$ cat src/inc/iesp_pkg.sv
// Constants for the interrupt enable and register paging block.
// Assumes a core that drives a byte-wide register access port on one clock.
package iesp_pkg;
	localparam logic [7:0] INT_EN_ADDR    = 8'ha8;
	localparam logic [7:0] INT_EN_RESET   = 8'h00;
	localparam int         BIT_GATE       = 7;
	localparam int         BIT_GPF0       = 6;
	localparam int         BIT_T2         = 5;
	localparam int         BIT_S0         = 4;
	localparam int         BIT_T1         = 3;
	localparam int         BIT_X1         = 2;
	localparam int         BIT_T0         = 1;
	localparam int         BIT_X0         = 0;
	localparam logic [7:0] PGCTL_ADDR     = 8'h96;
	localparam int         BIT_AUTOPG     = 0;
	localparam logic [7:0] PGCTL_RESET    = 8'h01;
	localparam logic [7:0] PGSEL_ADDR     = 8'h84;
	localparam logic [7:0] PGSEL_RESET    = 8'h00;
	localparam logic [7:0] PORT0_ADDR     = 8'h80;
	localparam logic [7:0] PORT1_ADDR     = 8'h90;
	localparam logic [7:0] PORT2_ADDR     = 8'ha0;
	localparam logic [7:0] PORT3_ADDR     = 8'hb0;
	localparam logic [7:0] PORT_RESET     = 8'hff;
	localparam logic [7:0] IRQ_PAGE_RESET = 8'h00;
endpackage : iesp_pkg

$ cat src/rtl/iesp_gate.sv
// Combinational interrupt gating: masks and global gate applied to raw requests.
// Assumes the requests arrive from logic on the same clock.
`timescale 1ns/1ps
module iesp_gate (
	input  wire logic [7:0] enable_in,
	input  wire logic [5:0] req_in,
	output logic      [5:0] pend_out
);
	// Source bits follow the low six enable bits; the gate overrides them all.
	assign pend_out = enable_in[iesp_pkg::BIT_GATE] ? (req_in & enable_in[5:0]) : 6'h00;
endmodule : iesp_gate

$ cat src/rtl/iesp_top.sv
// Interrupt enable register, page select, automatic page switch and all-page decode.
// Assumes the core sequencer pulses irq_enter_in for one cycle when it vectors,
// and irq_exit_in for one cycle on return; page restore depth is one level.
`timescale 1ns/1ps
module iesp_top (
	input  wire logic       ref_clk_in,
	input  wire logic       sys_rst_in,
	input  wire logic [7:0] addr_in,
	input  wire logic [7:0] wdata_in,
	input  wire logic       wr_in,
	input  wire logic       rd_in,
	input  wire logic [5:0] req_in,
	input  wire logic       irq_enter_in,
	input  wire logic [7:0] irq_page_in,
	input  wire logic       irq_exit_in,
	input  wire logic [7:0] port_pins_in,
	output logic      [7:0] rdata_out,
	output logic            hit_out,
	output logic      [5:0] pending_out,
	output logic            irq_out,
	output logic      [7:0] page_out,
	output logic      [7:0] port0_out
);
	logic [7:0] interrupt_enable_reg_ff;
	logic [7:0] page_control_reg_ff;
	logic [7:0] page_select_reg_ff;
	logic [7:0] saved_page_ff;
	logic [7:0] port0_ff;
	logic [7:0] rdata_ff;
	logic       hit_ff;
	logic [5:0] pend_ff;
	logic       irq_ff;
	logic [5:0] pend_w;
	logic [7:0] nxt_page;
	logic [7:0] rd_mux;
	logic [7:0] pins_s1_ff;
	logic [7:0] pins_s2_ff;
	logic [7:0] pins_s3_ff;
	logic [7:0] pins_ok_ff;

	// Decodes ignore the page select, so these registers are visible on every page.
	wire sel_en    = (addr_in == iesp_pkg::INT_EN_ADDR);
	wire sel_pgctl = (addr_in == iesp_pkg::PGCTL_ADDR);
	wire sel_pgsel = (addr_in == iesp_pkg::PGSEL_ADDR);
	wire sel_p0    = (addr_in == iesp_pkg::PORT0_ADDR);
	wire any_sel   = sel_en | sel_pgctl | sel_pgsel | sel_p0;
	wire auto_on   = page_control_reg_ff[iesp_pkg::BIT_AUTOPG];

	iesp_gate u_gate (
		.enable_in (interrupt_enable_reg_ff),
		.req_in    (req_in),
		.pend_out  (pend_w)
	);

	// Read data mux; port 0 reads show the filtered pins.
	assign rd_mux = sel_en    ? interrupt_enable_reg_ff :
	                sel_pgctl ? page_control_reg_ff :
	                sel_pgsel ? page_select_reg_ff :
	                sel_p0    ? pins_ok_ff : 8'h00;

	// Page on entry is the vector's page and exit restores the saved page, both only when switching is on.
	assign nxt_page = (irq_enter_in && auto_on) ? irq_page_in :
	                  (irq_exit_in && auto_on)  ? saved_page_ff :
	                  (wr_in && sel_pgsel)      ? wdata_in : page_select_reg_ff;

	// Pin inputs pass three flops; a change is taken once stages two and three agree.
	always_ff @(posedge ref_clk_in) begin
		pins_s1_ff <= port_pins_in;
		pins_s2_ff <= pins_s1_ff;
		pins_s3_ff <= pins_s2_ff;
		if (sys_rst_in) begin
			pins_ok_ff <= iesp_pkg::PORT_RESET;
		end else if (pins_s2_ff == pins_s3_ff) begin
			pins_ok_ff <= pins_s3_ff;
		end
	end

	// Register writes.
	always_ff @(posedge ref_clk_in) begin
		if (sys_rst_in) begin
			interrupt_enable_reg_ff <= iesp_pkg::INT_EN_RESET;
			page_control_reg_ff     <= iesp_pkg::PGCTL_RESET;
			port0_ff                <= iesp_pkg::PORT_RESET;
		end else if (wr_in) begin
			if (sel_en) begin
				interrupt_enable_reg_ff <= wdata_in;
			end
			if (sel_pgctl) begin
				page_control_reg_ff <= wdata_in & iesp_pkg::PGCTL_RESET;
			end
			if (sel_p0) begin
				port0_ff <= wdata_in;
			end
		end
	end

	// Page select and one-deep saved page for automatic switching.
	always_ff @(posedge ref_clk_in) begin
		if (sys_rst_in) begin
			page_select_reg_ff <= iesp_pkg::PGSEL_RESET;
			saved_page_ff      <= iesp_pkg::IRQ_PAGE_RESET;
		end else begin
			page_select_reg_ff <= nxt_page;
			if (irq_enter_in && auto_on) begin
				saved_page_ff <= page_select_reg_ff;
			end
		end
	end

	// Registered outputs; an unmapped read returns zero with hit low.
	always_ff @(posedge ref_clk_in) begin
		if (sys_rst_in) begin
			rdata_ff <= 8'h00;
			hit_ff   <= 1'b0;
			pend_ff  <= 6'h00;
			irq_ff   <= 1'b0;
		end else begin
			rdata_ff <= rd_in ? rd_mux : 8'h00;
			hit_ff   <= (rd_in | wr_in) & any_sel;
			pend_ff  <= pend_w;
			irq_ff   <= |pend_w;
		end
	end

	assign rdata_out   = rdata_ff;
	assign hit_out     = hit_ff;
	assign pending_out = pend_ff;
	assign irq_out     = irq_ff;
	assign page_out    = page_select_reg_ff;
	assign port0_out   = port0_ff;

	// Checks on gating, paging and decode; all but a_auto_reset and a_auto_hold look one edge on.
	property p_gate_blocks;
		@(posedge ref_clk_in) disable iff (sys_rst_in)
		!interrupt_enable_reg_ff[iesp_pkg::BIT_GATE] |=> (pending_out == 6'h00) && !irq_out;
	endproperty
	a_gate_blocks: assert property (p_gate_blocks) else $error("Pending seen with gate clear.");

	property p_gate_passes;
		@(posedge ref_clk_in) disable iff (sys_rst_in)
		interrupt_enable_reg_ff[iesp_pkg::BIT_GATE] |=>
			pending_out == ($past(req_in) & $past(interrupt_enable_reg_ff[5:0]));
	endproperty
	a_gate_passes: assert property (p_gate_passes) else $error("Pending not following masks.");

	property p_t2_mask;
		@(posedge ref_clk_in) disable iff (sys_rst_in)
		(interrupt_enable_reg_ff[iesp_pkg::BIT_GATE] && req_in[iesp_pkg::BIT_T2])
			|=> pending_out[iesp_pkg::BIT_T2] == $past(interrupt_enable_reg_ff[iesp_pkg::BIT_T2]);
	endproperty
	a_t2_mask: assert property (p_t2_mask) else $error("Timer 2 mask wrong.");

	property p_auto_switch;
		@(posedge ref_clk_in) disable iff (sys_rst_in)
		(irq_enter_in && auto_on) |=> page_out == $past(irq_page_in) && saved_page_ff == $past(page_out);
	endproperty
	a_auto_switch: assert property (p_auto_switch) else $error("Page not switched on entry.");

	property p_no_switch;
		@(posedge ref_clk_in) disable iff (sys_rst_in)
		(irq_enter_in && !auto_on && !(wr_in && sel_pgsel)) |=> $stable(page_out);
	endproperty
	a_no_switch: assert property (p_no_switch) else $error("Page changed with switch off.");

	property p_auto_reset;
		@(posedge ref_clk_in) $fell(sys_rst_in) |-> auto_on;
	endproperty
	a_auto_reset: assert property (p_auto_reset) else $error("Auto switch not set at reset.");

	property p_auto_hold;
		@(posedge ref_clk_in) disable iff (sys_rst_in)
		$fell(auto_on) |-> $past(wr_in && sel_pgctl && !wdata_in[iesp_pkg::BIT_AUTOPG]);
	endproperty
	a_auto_hold: assert property (p_auto_hold) else $error("Auto switch cleared by itself.");

	property p_all_page;
		@(posedge ref_clk_in) disable iff (sys_rst_in)
		(rd_in && sel_en) |=> hit_out && rdata_out == $past(interrupt_enable_reg_ff);
	endproperty
	a_all_page: assert property (p_all_page) else $error("Enable register missed on a page.");

	// A return with switching on puts back the page saved at entry.
	property p_exit_restore;
		@(posedge ref_clk_in) disable iff (sys_rst_in)
		(irq_exit_in && auto_on && !irq_enter_in) |=> page_out == $past(saved_page_ff);
	endproperty
	a_exit_restore: assert property (p_exit_restore) else $error("Page not restored.");

	// With switching off a return must not move the page either.
	property p_exit_ignored;
		@(posedge ref_clk_in) disable iff (sys_rst_in)
		(irq_exit_in && !auto_on && !irq_enter_in && !(wr_in && sel_pgsel)) |=> $stable(page_out);
	endproperty
	a_exit_ignored: assert property (p_exit_ignored) else $error("Exit moved page.");

	// A masked timer 2 request never reaches the pending set.
	property p_t2_blocked;
		@(posedge ref_clk_in) disable iff (sys_rst_in)
		(req_in[iesp_pkg::BIT_T2] && !interrupt_enable_reg_ff[iesp_pkg::BIT_T2])
			|=> !pending_out[iesp_pkg::BIT_T2];
	endproperty
	a_t2_blocked: assert property (p_t2_blocked) else $error("Timer 2 leaked.");

	// The page select itself reads back whatever page is current.
	property p_pgsel_any;
		@(posedge ref_clk_in) disable iff (sys_rst_in)
		(rd_in && sel_pgsel) |=> hit_out && rdata_out == $past(page_select_reg_ff);
	endproperty
	a_pgsel_any: assert property (p_pgsel_any) else $error("Page select missed.");

	// Port 0 data reads answer on every page with the filtered pins.
	property p_port_any;
		@(posedge ref_clk_in) disable iff (sys_rst_in)
		(rd_in && sel_p0) |=> hit_out && rdata_out == $past(pins_ok_ff);
	endproperty
	a_port_any: assert property (p_port_any) else $error("Port read missed.");

	// Unmapped addresses get no hit and zero data.
	property p_unmapped;
		@(posedge ref_clk_in) disable iff (sys_rst_in)
		((rd_in || wr_in) && !any_sel) |=> !hit_out && rdata_out == 8'h00;
	endproperty
	a_unmapped: assert property (p_unmapped) else $error("Unmapped access answered.");

	// Enable register writes land whatever the page select holds.
	property p_en_write;
		@(posedge ref_clk_in) disable iff (sys_rst_in)
		(wr_in && sel_en) |=> interrupt_enable_reg_ff == $past(wdata_in);
	endproperty
	a_en_write: assert property (p_en_write) else $error("Enable write lost.");
endmodule : iesp_top

$ cat config.mk
export PLATFORM = sky130hd
export DESIGN_NAME = iesp_top
export DESIGN_NICKNAME = d
export VERILOG_FILES = /design/src/inc/iesp_pkg.sv /design/src/rtl/iesp_gate.sv /design/src/rtl/iesp_top.sv
export SDC_FILE = /design/constraint.sdc
export NUM_CORES = 1
export LEC_CHECK = 0
export BUFFER_PORTS_ARGS = -buffer_cell sky130_fd_sc_hd__buf_2
export CAP_MARGIN = 0
export CORE_AREA = 4 4 79 81
export CTS_BUF_LIST = sky130_fd_sc_hd__clkbuf_4
export DETAILED_ROUTE_END_ITERATION = 6
export DIE_AREA = 0 0 83 85
export HOLD_SLACK_MARGIN = 0.08
export PLACE_DENSITY = 0.82
export SYNTH_ARGS = -nofsm -noshare
export SYNTH_HDL_FRONTEND = slang
export SYNTH_HIERARCHICAL = 1
export SYNTH_SLANG_ARGS = --single-unit
$ cat constraint.sdc
create_clock -name ref_clk_in -period 2.8 [get_ports ref_clk_in]
set_clock_uncertainty 0.2 [all_clocks]
set_input_delay 0.42 -clock ref_clk_in [delete_from_list [all_inputs] [get_ports ref_clk_in]]
set_output_delay 0.42 -clock ref_clk_in [all_outputs]
set_load 0.05 [all_outputs]
==> results of run 1 <==
worst min-delay path: stages:
cell and delay [ps]:
buf_2 100, nor2_1 100, a211oi_1 60
cells by family (layout without fill, tap and decap cells):
family / count (synthesis) / after routing / synth area share
simple gates: 112 / 112 / 0.1942
flops: 81 / 81 / 0.5355
xor+xnor: 8 / 8 / 0.02314
mux: 24 / 24 / 0.07975
compound gates: 54 / 54 / 0.1281
buf+inv: 23 / 109 / 0.03926
per-stage QoR:
stage | util | setup slack (ps) | cell area, um2 | cells | hold slack, ps
after global routing | 0.6607 | 806.3 | 3616 | 460 | 115.4
final | 0.6607 | 936.2 | 3616 | 460 | 124.0
after CTS | 0.6607 | 987.7 | 3616 | 460 | 102.5
after floorplan | - | 975.7 | 3028 | 302 | 109.6
after detailed placement | 0.6262 | 585.2 | 3427 | 437 | 112.1
after global placement | 0.6262 | 657.5 | 3427 | 437 | 109.7
registers in the layout, indices dropped and copies added, names as in the netlist:
register / flops
port0_out: 8
pending_out: 6
pins_s3_ff: 8
page_control_reg_ff: 1
pins_ok_ff: 8
pins_s1_ff: 8
page_out: 8
irq_out: 1
rdata_out: 8
interrupt_enable_reg_ff: 8
hit_out: 1
saved_page_ff: 8
pins_s2_ff: 8
synth_stat cells, drive strengths merged (2+ instances only):
cell type | instances | share of area
a21oi | 18 | 0.030
nor2 | 46 | 0.058
a211o | 16 | 0.049
nor2b | 8 | 0.017
inv | 8 | 0.0099
nor4 | 2 | 0.0091
o21ai | 3 | 0.0050
o2bb2ai | 7 | 0.020
xnor2 | 8 | 0.023
and2 | 2 | 0.0041
nand3 | 12 | 0.020
nand2 | 18 | 0.022
a211oi | 9 | 0.022
clkbuf | 7 | 0.0087
dfxtp | 81 | 0.54
nand4 | 5 | 0.017
buf | 7 | 0.018
and3 | 15 | 0.031
mux2i | 23 | 0.076
per-layer routing:
metal | vias to the layer above | global-route usage | routed length [um]
met5 | - | 0 | 0
met4 | 0 | 0.08470 | 116
met3 | 14 | 0.06019 | 520
met2 | 88 | 0.3149 | 3292
met1 | 1134 | 0.2338 | 2735
li1 | 1221 | - | -
what timing repair did:
action / 4_1_cts / 5_1_grt
hold buffers: 8 / 0
gates resized for setup: 0 / 0
endpoints found under the hold margin: 8 / 0
worst min-delay path by stage:
| stage | startpoint | end | slack (ps) | cells past startpoint |
|---|---|---|---|---|
| finish | rd_in | hit_out | 120 | 3 |
| global placement | pins_s1_ff[3] | pins_s2_ff[3] | 110 | 0 |
| global route | wdata_in[6] | interrupt_enable_reg_ff[6] | 120 | 3 |
| CTS | rd_in | hit_out | 100 | 3 |
| floorplan | pins_s1_ff[0] | pins_s2_ff[0] | 110 | 0 |
| detailed placement | pins_s1_ff[5] | pins_s2_ff[5] | 110 | 0 |
power breakdown:
group | switching (mW) | leakage (nW) | internal (mW)
clock | 0.342 | 0.0660 | 0.227
combinational | 0.119 | 0.924 | 0.0808
sequential | 0.0223 | 0.665 | 1.19
layout make-up:
type                       instances  share of cell area
timing repair buffer              86              0.1322
multi-input combinational        198              0.3561
inverter                           8            0.008304
clock inverter                     1            0.001038
sequential                        81              0.4484
tap                               72             0.02491
clock buffer                      14             0.02907
==> impl_metrics.ini, run 1 <==
[synthesis]
synth-seq-area-share = 0.5355
synth.net_count = 346
yosys_warnings = 6
synth_edf_count = 0
synth.avg_cell_area_um2 = 10.03
synth-seq-cells = 81
async_flop_share = 0
synth_cells = 302
ys.flop_type = dfxtp_1
yosysUniqueCellTypes = 34
synthesis.area_um2 = 3028

[route]
first_pass_iters = 5
via_per_inst = 5.341
vias = 2457
drc = 0
ant_nets = 0
drt_iter0_drc = 196
wl_per_cell_um = 14.49
drt_wl_total_um = 6665

[finish]
layout_common_cells = dfxtp_1 (81), buf_2 (75), nor2_1 (45)
antenna_cells = 0
multi_input_area_um2 = 1287
final_common_cell = dfxtp_1
ff_latch_area_um2 = 1622
finalNetCount = 428
syn_to_final_growth_pct = 19.42
drive_gt1_frac = 0.2732
fillerInstances = 469

[clock_tree]
cts_made_buffers = 9
cts_tree = done
cts_root_buf = clkbuf_4
clk_latency_ps = 400
post-cts-setup-buffer-count = 0
clkTransAtPathRegs_ps = 100
htreeDepth = 3
numClockSinks = 81
clk_path_buf_depth = 2

[die]
die_y_um = 85
core_um2 = 5473
io_pins = 76
initial_core_util = 0.5533
die_width_um = 83
num_rows = 27
die_area_um2 = 7055

[critical_path]
endpoint_kind = register
startpoint_type = input pin
reg2reg_slack_ps = 1030
path_delay_family = simple AND/OR/NAND/NOR gates
reg2reg_from = page_control_reg_ff[0]
arrival_ps = 1990
r2r_cells = 4
cp_slowest_cell = nor4b_1
r2r_end = page_out[1]
cp_cell_sequence = buf_2 -> nor4b_1 -> nand3_1 -> nor2b_1 -> o2bb2ai_1
path_class = input pin to register
startpoint = addr_in[2]
max_stage_delay_ps = 480
critPathMaxFanout = 12
worstPathRequired_ps = 2920
cp_num_cells = 5
cp-endpoint = rdata_out[1]
path_buf_inv = 1

[sta]
drv_slew = 0
tightestPinTransition_ps = 573.0
layout_min_cycle_time_ps = 1864
relSlewSlack = 0.6180
final.setup.tns_ps = 0
setup_viol = 0
clock.fmax_mhz = 536.5
rsz0062_at_grt = no
hold_viol_final = 0
post-route-period-util = 0.6656

[global_route]
grt_overflow = 0
grt_pass1_wl_um = 10920
grt_pass1_vias = 2280
grt_start_max_net_pins = 59
grt_usage = 0.1924
antenna_found_initial = 0

[job]
maxCapViolCount = 0

[run_status]
status = finished clean

[placement]
dpl.hpwl_um = 4821
portBuffers = 75
gp_congestion = 0.8504

[power]
p_leak_nw = 1.655
total_power_mw = 1.976
powerDensity_nw_per_um2 = 546.5
ir_drop_mv = 0.3767

[worst_hold_path]
min-delay-path-class = input pin to register
(Power assumes the default switching activity.)
==> run 2: changes to the inputs <==
Settings changed: CORE_AREA 4 4 79 81 to 4 4 80 82, DIE_AREA 0 0 83 85 to 0 0 84 86, PLACE_DENSITY 0.82 to 0.8.
Clock period 2.8 ns to 2 ns, I/O delays scaled along.
==> run 2 against run 1 <==
- non-clock buffer count grew 31
- combinational power grew 60%
- register-to-register slack lost 840 ps
- largest power group unchanged
- largest cell class unchanged
- power is 51% higher
- die area up 2.4%
- highest routed layer unchanged
==> impl_metrics.ini, run 2 (synthesized netlist as in run 1, its figures left out) <==
[route]
ant_nets = 0
first_pass_iters = 5
drc = 0
wl_per_cell_um = 14.57
via_per_inst = 5.327
drt_wl_total_um = 7181
drt_iter0_drc = 291
vias = 2626

[critical_path]
r2r_end = page_out[7]
cp-endpoint = rdata_out[0]
path_class = input pin to register
arrival_ps = 1920
r2r_cells = 5
critPathMaxFanout = 4
reg2reg_slack_ps = 190
cp_cell_sequence = buf_2 -> dlygate4sd3_1 -> nand3_1 -> o21ai_0 -> a31oi_1 -> dlygate4sd3_1
reg2reg_from = page_control_reg_ff[0]
startpoint_type = input pin
startpoint = addr_in[5]
max_stage_delay_ps = 560
crit_top_cell = dlygate4sd3_1
worstPathRequired_ps = 2100
endpoint_kind = register
path_delay_family = buffers and inverters
path_buf_inv = 3
cp_num_cells = 6
cp_slowest_cell = dlygate4sd3_1

[clock_tree]
clkTransAtPathRegs_ps = 110
htreeDepth = 3
numClockSinks = 81
clk_latency_ps = 410
cts_resized = 0
cts_tree = done
clk_path_buf_depth = 2
hold_buffers = 31
post-cts-setup-buffer-count = 0
cts_root_buf = clkbuf_4
cts_made_buffers = 9

[power]
total_power_mw = 2.985
p_int_mw = 2.289
p_sw_frac = 0.2332
clkPwrFrac = 0.327
powerDensity_nw_per_um2 = 756.9
ir_drop_mv = 0.5417
p_sw_mw = 0.6962
seq_power_share = 0.567
combPwrFrac = 0.107
p_leak_nw = 1.800

[global_route]
grt_usage = 0.2078
grt_overflow = 0
grt_start_max_net_pins = 59
antenna_found_initial = 0
grt_pass1_wl_um = 11940
grt_pass1_vias = 2498

[die]
die_area_um2 = 7224
core_um2 = 5746
die_y_um = 86
io_pins = 76
die_width_um = 84
initial_core_util = 0.5270
num_rows = 28

[finish]
fin_area_um2 = 3944
stdcell_count = 493
final_util = 0.6864
syn_to_final_growth_pct = 30.25
ff_latch_area_um2 = 1622
layout_common_cells = dfxtp_1 (81), buf_2 (75), nor2_1 (45)
finalNetCount = 459
final_common_cell = dfxtp_1
fillerInstances = 434
drive_gt1_frac = 0.2656
multi_input_area_um2 = 1287
antenna_cells = 0

[sta]
relSlewSlack = 0.6175
clock.fmax_mhz = 549.8
post-route-period-util = 0.9094
hold_viol_final = 0
whs_ps = 100.2
drv_slew = 0
layout_min_cycle_time_ps = 1819
setup_viol = 0
rsz0062_at_grt = no
timing.final.ws_setup_ps = 181.2
tightestPinTransition_ps = 573.7
final.setup.tns_ps = 0

[job]
maxCapViolCount = 0

[worst_hold_path]
min-delay-path-class = input pin to register

[run_status]
status = finished clean

[placement]
gp_congestion = 0.8314
pre_cts_slack_ps = 8.559
dpl_cell_area_um2 = 3483
portBuffers = 75
dp.cells = 447
dpl.hpwl_um = 4900
## run 2: worst reg2reg max path: stages, from the launching register on
cell and delay [ps]:
dfxtp_1 570, and2_1 190, buf_4 210, a211oi_1 90, a211o_2 330, a21oi_1 150
## run 2: metal layers
metal	share of wire	track usage
met5	0	0
met4	0.030	0.1170
met3	0.067	0.04707
met2	0.50	0.3420
met1	0.40	0.2521
## run 2: layout make-up
type	count	share of cell area
timing repair buffer	117	0.1954
multi-input combinational	198	0.3265
clock buffer	9	0.01713
sequential	81	0.4112
clock inverter	5	0.01840
tap	75	0.02379
inverter	8	0.007614
## run 2: worst min-delay path by stage
stage               cells past startpoint  slack, ps        endpoint            from
floorplan                               0        110   pins_s2_ff[0]   pins_s1_ff[0]
global placement                        0        110   pins_s2_ff[0]   pins_s1_ff[0]
detailed placement                      0        110   pins_s2_ff[1]   pins_s1_ff[1]
CTS                                     4         90     page_out[0]  irq_page_in[0]
global route                            3        110  pending_out[0]       req_in[0]
finish                                  3        100  pending_out[1]       req_in[1]
## run 2: power by group through the flow
stage          Clock, mW  Combinational [mW]  Sequential, mW
2_1_floorplan          0               0.128            1.76
3_3_place_gp           0               0.264            1.73
3_5_place_dp           0               0.269            1.73
4_1_cts             1.00               0.315            1.69
5_1_grt             1.08               0.345            1.70
6_report           0.975               0.318            1.69
